--- config.mk ---
export PLATFORM = sky130hd
export DESIGN_NAME = sac_adc_ctrl
export DESIGN_NICKNAME = d
export VERILOG_FILES = /design/src/sac_pkg.sv /design/src/sac_adc_ctrl.sv
export VERILOG_INCLUDE_DIRS = /design/src
export SDC_FILE = /design/constraint.sdc
export NUM_CORES = 1
export LEC_CHECK = 0
export BUFFER_PORTS_ARGS = -buffer_cell sky130_fd_sc_hd__buf_4
export CELL_PAD_IN_SITES_DETAIL_PLACEMENT = 0
export CELL_PAD_IN_SITES_GLOBAL_PLACEMENT = 2
export CORE_AREA = 2 2 108 110
export DETAILED_ROUTE_END_ITERATION = 12
export DIE_AREA = 0 0 110 112
export PLACE_DENSITY = 0.79
export RECOVER_POWER = 25
export SLEW_MARGIN = 30
export SYNTH_ARGS = -nofsm -noshare
export SYNTH_HDL_FRONTEND = slang
export SYNTH_SLANG_ARGS = --single-unit
export TNS_END_PERCENT = 30
--- constraint.sdc ---
create_clock -name mclk -period 3.87 [get_ports mclk]
set_input_delay 0.774 -clock mclk [delete_from_list [all_inputs] [get_ports mclk]]
set_output_delay 0.774 -clock mclk [all_outputs]
set_load 0.01 [all_outputs]
--- src/sac_params.svh ---
// constants for the adc conversion control block
`ifndef SAC_PARAMS_SVH
`define SAC_PARAMS_SVH
// register offsets (word index on the plain port)
`define SAC_OFS_CTRL_A      4'h0
`define SAC_OFS_CTRL_C      4'h1
`define SAC_OFS_CTRL_D      4'h2
`define SAC_OFS_SAMP_CTRL   4'h3
`define SAC_OFS_MUX         4'h4
`define SAC_OFS_CMD         4'h5
`define SAC_OFS_EVENT_CONTROL_REG      4'h6
`define SAC_OFS_INT_EN      4'h7
`define SAC_OFS_INT_FLAG    4'h8
`define SAC_OFS_RESULT      4'h9
`define SAC_OFS_DBG         4'hA
`define SAC_OFS_RESULT_HI   4'hB
// control a fields
`define SAC_BIT_ENABLE      0
`define SAC_BIT_FREE_RUNNING_BIT     1
`define SAC_BIT_RESOLUTION_SELECT      2
// control c fields
`define SAC_PRESCALER_FIELD_LSB       0
`define SAC_PRESCALER_FIELD_MSB       2
`define SAC_REF_LSB         4
`define SAC_REF_MSB         5
// reset values
`define SAC_REF_RESET       2'h0
`define SAC_PRESCALER_FIELD_RESET     3'h0
// timing in adc clock cycles
`define SAC_CONV_CYCLES     5'h0D
`define SAC_SH_CYCLES       5'h02
`define SAC_SAMP_BASE       5'h02
// peripheral clock
`define SAC_MCLK_MHZ        20
`endif

--- src/sac_pkg.sv ---
// types for the adc conversion control block
package sac_pkg;
  typedef enum logic [1:0]
  {
    SAC_IDLE  = 2'b00,  // no conversion, prescaler held
    SAC_ALIGN = 2'b01,  // waiting for first adc clock edge
    SAC_CONV  = 2'b10   // conversion running
  } sac_state_type;
endpackage

--- src/sac_adc_ctrl.sv ---
// conversion control for a successive-approximation adc
//=============================================================
// What this block does
// - debug halt stops converter unless debug-run set
// - start bit begins conversion, reads one throughout
// - channel change waits for running conversion end
// - completion sets result-ready, irq when both enabled
// - result-ready set even with interrupt disabled
// - event edge starts conversion, sets start bit
// - free-running restarts immediately while start bit set
// - prescaler runs while enabled, not idle and not debug-halted, zero when disabled or idle
// - start aligns to next adc clock rising edge
// - conversion thirteen adc cycles, sample at two
// - result-ready clears on result read or write-one
// - sampling stretched by delay and length fields
// - shadow selections copied while idle
// - selections frozen, reopen in final cycle
// - free-run next result uses old channel
// - reference resets to internal reference
// - ten-bit right-adjusted result
// - selections ineffective until enable set
`timescale 1ns/10ps
`include "sac_params.svh"
module sac_adc_ctrl
(
  input  wire logic        mclk,             // peripheral clock
  input  wire logic        rst,              // synchronous reset
  input  wire logic [3:0]  addr,             // register index
  input  wire logic [7:0]  wdata,            // write data
  input  wire logic        wr,               // write strobe
  input  wire logic        rd,               // read strobe
  output logic      [7:0]  rdata,            // read data, cycle after rd
  input  wire logic        start_event,      // event routing system input
  input  wire logic        debug_halt,       // cpu halted by debugger
  input  wire logic        global_int_en,    // global interrupt enable
  input  wire logic [9:0]  sar_data,         // result from sar core
  output logic             sar_clk,          // adc clock to the core
  output logic             sar_sample,       // sample-and-hold instant
  output logic             sar_done,         // conversion end pulse
  output logic [4:0]       active_channel,   // channel in force
  output logic [1:0]       active_reference, // reference in force
  output logic             result_irq        // result-ready request
);
  //=============================================================
  // software registers
  logic [2:0]  control_a_reg;      // enable, free-run, resolution
  logic [2:0]  prescaler_field;    // divide select
  logic [1:0]  reference_select;   // shadow reference
  logic [3:0]  sample_delay_field; // extra sample cycles
  logic [3:0]  sample_length_field;// extra sample cycles
  logic [4:0]  positive_input_channel_select; // shadow channel
  logic        start_conversion_bit;
  logic        start_event_input_enable;
  logic        interrupt_enable_reg;
  logic        result_ready_flag;
  logic        debug_run_bit;
  logic [9:0]  result;             // right-adjusted result
  logic        event_prev;         // edge detect history
  logic [7:0]  prescaler_field_cnt;          // prescaler counter
  logic [5:0]  adc_cnt;            // adc cycles into conversion, room for 13+15+15
  sac_pkg::sac_state_type state;
  sac_pkg::sac_state_type next_state;

  //=============================================================
  // decode
  wire enable   = control_a_reg[`SAC_BIT_ENABLE];
  wire free_running_bit  = control_a_reg[`SAC_BIT_FREE_RUNNING_BIT];
  wire wr_a     = wr && addr == `SAC_OFS_CTRL_A;
  wire wr_c     = wr && addr == `SAC_OFS_CTRL_C;
  wire wr_cmd   = wr && addr == `SAC_OFS_CMD && wdata[0];
  wire wr_flag  = wr && addr == `SAC_OFS_INT_FLAG && wdata[0];
  wire rd_res   = rd && addr == `SAC_OFS_RESULT;
  // halted unless debug-run set
  wire run_ok   = !debug_halt || debug_run_bit;
  // edge sensitive event start
  wire ev_start = start_event_input_enable && start_event && !event_prev;
  wire start_req = enable && (wr_cmd || ev_start);
  // power-of-two divider; bit (prescaler_field) toggles at factor/2
  wire [7:0] prescaler_field_mask = 8'h01 << prescaler_field;
  // adc clock rising edge: counter wraps at the factor
  wire adc_rise = ((prescaler_field_cnt & ((prescaler_field_mask << 1) - 8'h01)) == ((prescaler_field_mask << 1) - 8'h01))
                  && run_ok;
  // total conversion length, sample stretch included
  // six bits: both fields at full scale would wrap a five-bit sum
  wire [5:0] conv_len = {1'b0, `SAC_CONV_CYCLES} + {2'b00, sample_delay_field}
                        + {2'b00, sample_length_field};
  wire [5:0] samp_pos = {1'b0, `SAC_SAMP_BASE} + {2'b00, sample_delay_field}
                        + {2'b00, sample_length_field};
  wire sample_end = adc_cnt == samp_pos;
  wire last_cyc = state == sac_pkg::SAC_CONV && adc_cnt == conv_len - 6'h01;
  wire finish   = last_cyc && adc_rise;
  // selections track shadows while idle or in the last cycle
  wire sel_open = enable && (state != sac_pkg::SAC_CONV || last_cyc);

  //=============================================================
  // conversion sequencing
  always_comb
  begin
    next_state = state;
    unique case (state)
      sac_pkg::SAC_IDLE:
        if (start_req) next_state = sac_pkg::SAC_ALIGN;
      sac_pkg::SAC_ALIGN:
        if (!enable) next_state = sac_pkg::SAC_IDLE;
        else if (adc_rise) next_state = sac_pkg::SAC_CONV;
      sac_pkg::SAC_CONV:
        if (!enable) next_state = sac_pkg::SAC_IDLE;
        // free-run goes straight into the next conversion
        else if (finish) next_state = free_running_bit ? sac_pkg::SAC_CONV
                                              : sac_pkg::SAC_IDLE;
      default:
        next_state = sac_pkg::SAC_IDLE;
    endcase
  end

  // state register
  always_ff @(posedge mclk)
  begin
    if (rst) state <= sac_pkg::SAC_IDLE;
    else     state <= next_state;
  end

  // prescaler: held while disabled or idle, gives fixed start delay
  always_ff @(posedge mclk)
  begin
    if (rst || !enable || state == sac_pkg::SAC_IDLE) prescaler_field_cnt <= 8'h00;
    else if (run_ok) prescaler_field_cnt <= prescaler_field_cnt + 8'h01;
  end

  // adc cycle counter within conversion
  always_ff @(posedge mclk)
  begin
    if (rst || state != sac_pkg::SAC_CONV || finish) adc_cnt <= 6'h00;
    else if (adc_rise) adc_cnt <= adc_cnt + 6'h01;
  end

  // adc clock and core strobes from flops
  always_ff @(posedge mclk)
  begin
    if (rst)
    begin
      sar_clk    <= 1'b0;
      sar_sample <= 1'b0;
      sar_done   <= 1'b0;
    end
    else
    begin
      sar_clk    <= (prescaler_field_cnt & prescaler_field_mask) != 8'h00;
      // hold instant after the stretched sampling window
      sar_sample <= state == sac_pkg::SAC_CONV && adc_rise && sample_end;
      sar_done   <= finish;
    end
  end

  // active selections; frozen during conversion, so a mid-run change
  // lands on the following conversion
  always_ff @(posedge mclk)
  begin
    if (rst)
    begin
      active_channel   <= 5'h00;
      active_reference <= `SAC_REF_RESET;
    end
    else if (sel_open)
    begin
      active_channel   <= positive_input_channel_select;
      active_reference <= reference_select;
    end
  end

  // start bit: set by command or event, cleared at end of single run
  always_ff @(posedge mclk)
  begin
    if (rst || !enable) start_conversion_bit <= 1'b0;
    else if (start_req) start_conversion_bit <= 1'b1;
    else if (finish && !free_running_bit) start_conversion_bit <= 1'b0;
  end

  // result and ready flag; set wins over clear
  always_ff @(posedge mclk)
  begin
    if (rst)
    begin
      result            <= 10'h000;
      result_ready_flag <= 1'b0;
    end
    else if (finish)
    begin
      result            <= sar_data;
      result_ready_flag <= 1'b1;
    end
    else if (rd_res || wr_flag) result_ready_flag <= 1'b0;
  end

  // interrupt request only with both enables
  assign result_irq = result_ready_flag && interrupt_enable_reg && global_int_en;

  // event history
  always_ff @(posedge mclk)
  begin
    if (rst) event_prev <= 1'b0;
    else     event_prev <= start_event;
  end

  //=============================================================
  // register writes
  always_ff @(posedge mclk)
  begin
    if (rst)
    begin
      control_a_reg       <= 3'h0;
      prescaler_field     <= `SAC_PRESCALER_FIELD_RESET;
      reference_select    <= `SAC_REF_RESET;
      sample_delay_field  <= 4'h0;
      sample_length_field <= 4'h0;
      positive_input_channel_select <= 5'h00;
      start_event_input_enable <= 1'b0;
      interrupt_enable_reg <= 1'b0;
      debug_run_bit       <= 1'b0;
    end
    else if (wr)
    begin
      if (wr_a) control_a_reg <= wdata[2:0];
      if (wr_c)
      begin
        prescaler_field  <= wdata[`SAC_PRESCALER_FIELD_MSB:`SAC_PRESCALER_FIELD_LSB];
        reference_select <= wdata[`SAC_REF_MSB:`SAC_REF_LSB];
      end
      if (addr == `SAC_OFS_CTRL_D)    sample_delay_field <= wdata[3:0];
      if (addr == `SAC_OFS_SAMP_CTRL) sample_length_field <= wdata[3:0];
      if (addr == `SAC_OFS_MUX)       positive_input_channel_select <= wdata[4:0];
      if (addr == `SAC_OFS_EVENT_CONTROL_REG)    start_event_input_enable <= wdata[0];
      if (addr == `SAC_OFS_INT_EN)    interrupt_enable_reg <= wdata[0];
      if (addr == `SAC_OFS_DBG)       debug_run_bit <= wdata[0];
    end
  end

  //=============================================================
  // read mux; unmapped reads give zero
  logic [7:0] rd_mux;
  always_comb
  begin
    rd_mux = 8'h00;
    unique case (addr)
      `SAC_OFS_CTRL_A:    rd_mux = {5'h00, control_a_reg};
      `SAC_OFS_CTRL_C:    rd_mux = {2'h0, reference_select, 1'b0, prescaler_field};
      `SAC_OFS_CTRL_D:    rd_mux = {4'h0, sample_delay_field};
      `SAC_OFS_SAMP_CTRL: rd_mux = {4'h0, sample_length_field};
      `SAC_OFS_MUX:       rd_mux = {3'h0, positive_input_channel_select};
      `SAC_OFS_CMD:       rd_mux = {7'h00, start_conversion_bit};
      `SAC_OFS_EVENT_CONTROL_REG:    rd_mux = {7'h00, start_event_input_enable};
      `SAC_OFS_INT_EN:    rd_mux = {7'h00, interrupt_enable_reg};
      `SAC_OFS_INT_FLAG:  rd_mux = {7'h00, result_ready_flag};
      `SAC_OFS_RESULT:    rd_mux = result[7:0];
      `SAC_OFS_DBG:       rd_mux = {7'h00, debug_run_bit};
      `SAC_OFS_RESULT_HI: rd_mux = {6'h00, result[9:8]};
      default:            rd_mux = 8'h00;
    endcase
  end

  // read data registered, stands one cycle
  always_ff @(posedge mclk)
  begin
    if (rst)     rdata <= 8'h00;
    else if (rd) rdata <= rd_mux;
    else         rdata <= 8'h00;
  end
endmodule

==> results.yml <==
place:
  dp_hpwl_mm: 7.00
  gp_congestion: 0.852
  place_inst: 608
  port_buffers: 45
final_layout:
  drive_above_1_share_pct: 11.9
  n_antenna_cell: 0
  finalNetCount: 523
  top_regs: "result x10, prescaler_field_cnt x8, rdata x8"
  top_register: "result"
  areaGrowthSynthToFinish_pct: 16.5
  final_cells: 623
  final_cell_mix: "dfxtp_1, a21oi_1, nand3_1"
  largest_reg_flops: 10
  layout_commonest_cell: "dfxtp_1"
clock_tree:
  ctsResizeCount: 0
  cts_tree: "built"
  postCtsSetupBuffers: 0
  cts.sinks: 71
  htree_levels: 3
  cts-root-buf: "clkbuf_16"
  cts_made_buffers: 9
  clockBufferDepth: 2
  cts_hold_buf: 0
  path_clk_slew_ps: 60
  insertion_delay_ps: 330
timing:
  hold_slack_ps: 448
  rsz0062_at_grt: "no"
  setup_tns_ps: 0
  finalSetupViolations: 0
  skew_ps: 5.48
  fin_crit_ps: 3330
  slew_headroom_pct: -33.3
  finalHoldViolCount: 0
  fin_crit_sh_pct: 86.0
  max_freq_mhz: 300
  slew_viol_final: 45
  worstMarginPinSlew_ps: 2000
pwr:
  peakVddDrop_uv: 241
  cellPowerDensity_nw_per_um2: 370
  switching_share_pct: 22.5
  p_sw_mw: 0.368
  pwr-share-clk_pct: 48.9
  power.internal_mw: 1.27
  seq_power_share_pct: 45.3
  power.total_mw: 1.63
  leakage_nw: 1.63
  combPwrFrac_pct: 5.8
critical_path:
  end_kind: "register"
  cp_slowest_stage_delay_ps: 1400
  crit_path_cell_trace: "clkbuf_1 > inv_1 > and2_1 > and3_1 > a32oi_1 > o41ai_1"
  reg2reg_depth: 11
  crit_fanout: 44
  worst_ep_arrival_time_ps: 3530
  crit_path_start_kind: "input port"
  cp.required_ps: 4070
  setup.worst_path.class: "in -> reg"
  crit-reg2reg-launch: "sample_delay_field[1]$_SDFFE_PP0P_"
  timing.rr.end: "result[9]$_SDFFE_PP0P_"
  critical_path.slowest_cell: "clkbuf_1"
  r2r_setup_slack_ps: 620
synth:
  yosys-top-cells-area: "dfxtp_1, mux2i_1, a21oi_1"
  ys_seq_elements: 71
  synthFlopType: "dfxtp_1"
  synthAdderAreaFrac_pct: 6.33
  yosysTopAreaCellShare_pct: 37.5
  async_flop_share_pct: 0
  synth_top_family_by_area: "simple AND/OR/NAND/NOR gates"
  yosys.area_share.simple_pct: 22.3
  syn_inst: 446
  yosysSeqAreaShare_pct: 37.5
  syn_area_um2: 3790
  synthMuxAreaShare_pct: 7.89
  avgSynthCellArea_um2: 8.50
  synth_nets: 493
  synth_compound_area_share_pct: 16.0
  synth-xor-area-share_pct: 4.62
  synth_edf_count: 0
  yosysUniqueCellTypes: 56
  synth.largest_area_cell: "dfxtp_1"
  ys.warnings.count: 0
run_status:
  outcome: "complete, but fails checks"
  violations: "capacitance limit, slew limit"
hold_path:
  hold_start: "result[6]$_SDFFE_PP0P_"
  holdPathEnd: "rdata[6]$_SDFF_PP0_"
  hold_depth: 1
  min_path_type: "reg -> reg"
global_route:
  groute.usage.overall_pct: 16.9
  grt_busiest_layer: "met1"
  grt_pass1_wl_mm: 16.0
  grt_max_degree: 45
  grt.met1_usage_pct: 24.8
  met2_usage_pct: 24.5
  antenna_found_initial: 0
  grt_pass1_vias: 3039
  use_met3_pct: 4.80
  overflow: 0
detailed_routing:
  vias_per_cell: 5.11
  drtPass1Iterations: 4
  drt-total-wl_mm: 9.70
  dr_total_vias: 3183
  first_iter_violations: 134
  wire_per_inst_um: 15.6
  route.detailed.drc: 0
  final_antenna_net_count: 0
die:
  die_x_um: 110
  initial_utilization_pct: 33.9
  ios: 48
  die_area_um2: 12300
  fp-row-count: 39
  chipHeight_um: 112
  core_area_um2: 11200
flow_run:
  cap_viol_max_count: 1
==> critical path: cells and delay by family <==
family	cells	cell delay, ps
AND/OR/NAND/NOR	2	600
buffers and inverters	2	1880
AO/OA/AOI/OAI	2	260
==> power groups by stage <==
stage	sequential (mW)	clock [mW]	combinational (mW)
5_1_grt	0.740	0.864	0.105
3_3_place_gp	0.755	0	0.0959
4_1_cts	0.739	0.828	0.0962
3_5_place_dp	0.755	0	0.0957
2_1_floorplan	0.753	0	0.0576
6_report	0.740	0.800	0.0946
==> Yosys cell counts, types with 2 or more instances <==
cell type	number
dfxtp_1	71
a21oi_1	42
nand3_1	41
nand2_1	40
nor2_1	33
mux2i_1	22
clkbuf_1	21
inv_1	19
ha_1	16
o21ai_0	15
xnor2_1	11
nor2b_1	10
xor2_1	9
and3_1	8
nand2b_1	6
buf_2	5
nand3b_1	5
nor3_1	5
and2_1	4
nand4_1	4
a21o_1	3
a32oi_1	3
mux2_2	3
nor3b_1	3
o21bai_1	3
o41ai_1	3
or3_1	3
a221oi_1	2
a311oi_1	2
a31oi_1	2
buf_1	2
buf_6	2
fa_1	2
mux4_2	2
o211ai_1	2
o22a_1	2
==> final cells by class <==
type                            instances  area [µm²]
Clock buffer                           11         233
Fill cell                            1190        6760
Clock inverter                          4        47.5
Tap cell                              143         179
Inverter                               19        71.3
Sequential cell                        71        1420
Timing Repair Buffer                   49         300
Multi-Input combinational cell        326        2170
==> metal layers <==
metal	share of wire (%)	vias to the layer above
li1	-	1635
met3	4.3	8
met4	0.92	0
met2	44	65
met5	0	-
met1	50	1475
==> cells by family (layout without fill, tap and decap cells) <==
kind of cell    count (synthesis)  count (layout)
simple gates                  169             169
compound gates                 92              92
flops                          71              71
buf+inv                        49              83
mux                            27              27
xor+xnor                       20              20
fa+ha+maj                      18              18
==> stage by stage <==
stage | cell area (µm²) | utilization (%) | setup WS (ps)
after detailed placement | 4210 | 37.6 | 682
after global placement | 4210 | 37.6 | 717
after global routing | 4420 | 39.5 | 259
final | 4420 | 39.5 | 541
after CTS | 4490 | 40.1 | 572
after floorplan | 3790 | - | 1150
==> worst max-delay path by stage <==
| stage | from | end | depth (start not counted) |
|---|---|---|---|
| 6_report | rst | adc_cnt[4]$_SDFFE_PP0P_ | 6 |
| 4_1_cts | sample_delay_field[1]$_SDFFE_PP0P_ | start_conversion_bit$_SDFFE_PP0P_ | 11 |
| 3_3_place_gp | sample_delay_field[1]$_SDFFE_PP0P_ | start_conversion_bit$_SDFFE_PP0P_ | 11 |
| 3_5_place_dp | sample_delay_field[1]$_SDFFE_PP0P_ | start_conversion_bit$_SDFFE_PP0P_ | 11 |
| 5_1_grt | rst | adc_cnt[5]$_SDFFE_PP0P_ | 6 |
| 2_1_floorplan | sample_delay_field[1]$_SDFFE_PP0P_ | adc_cnt[3]$_SDFFE_PP0P_ | 11 |
Power figures use the tool's default switching activity.
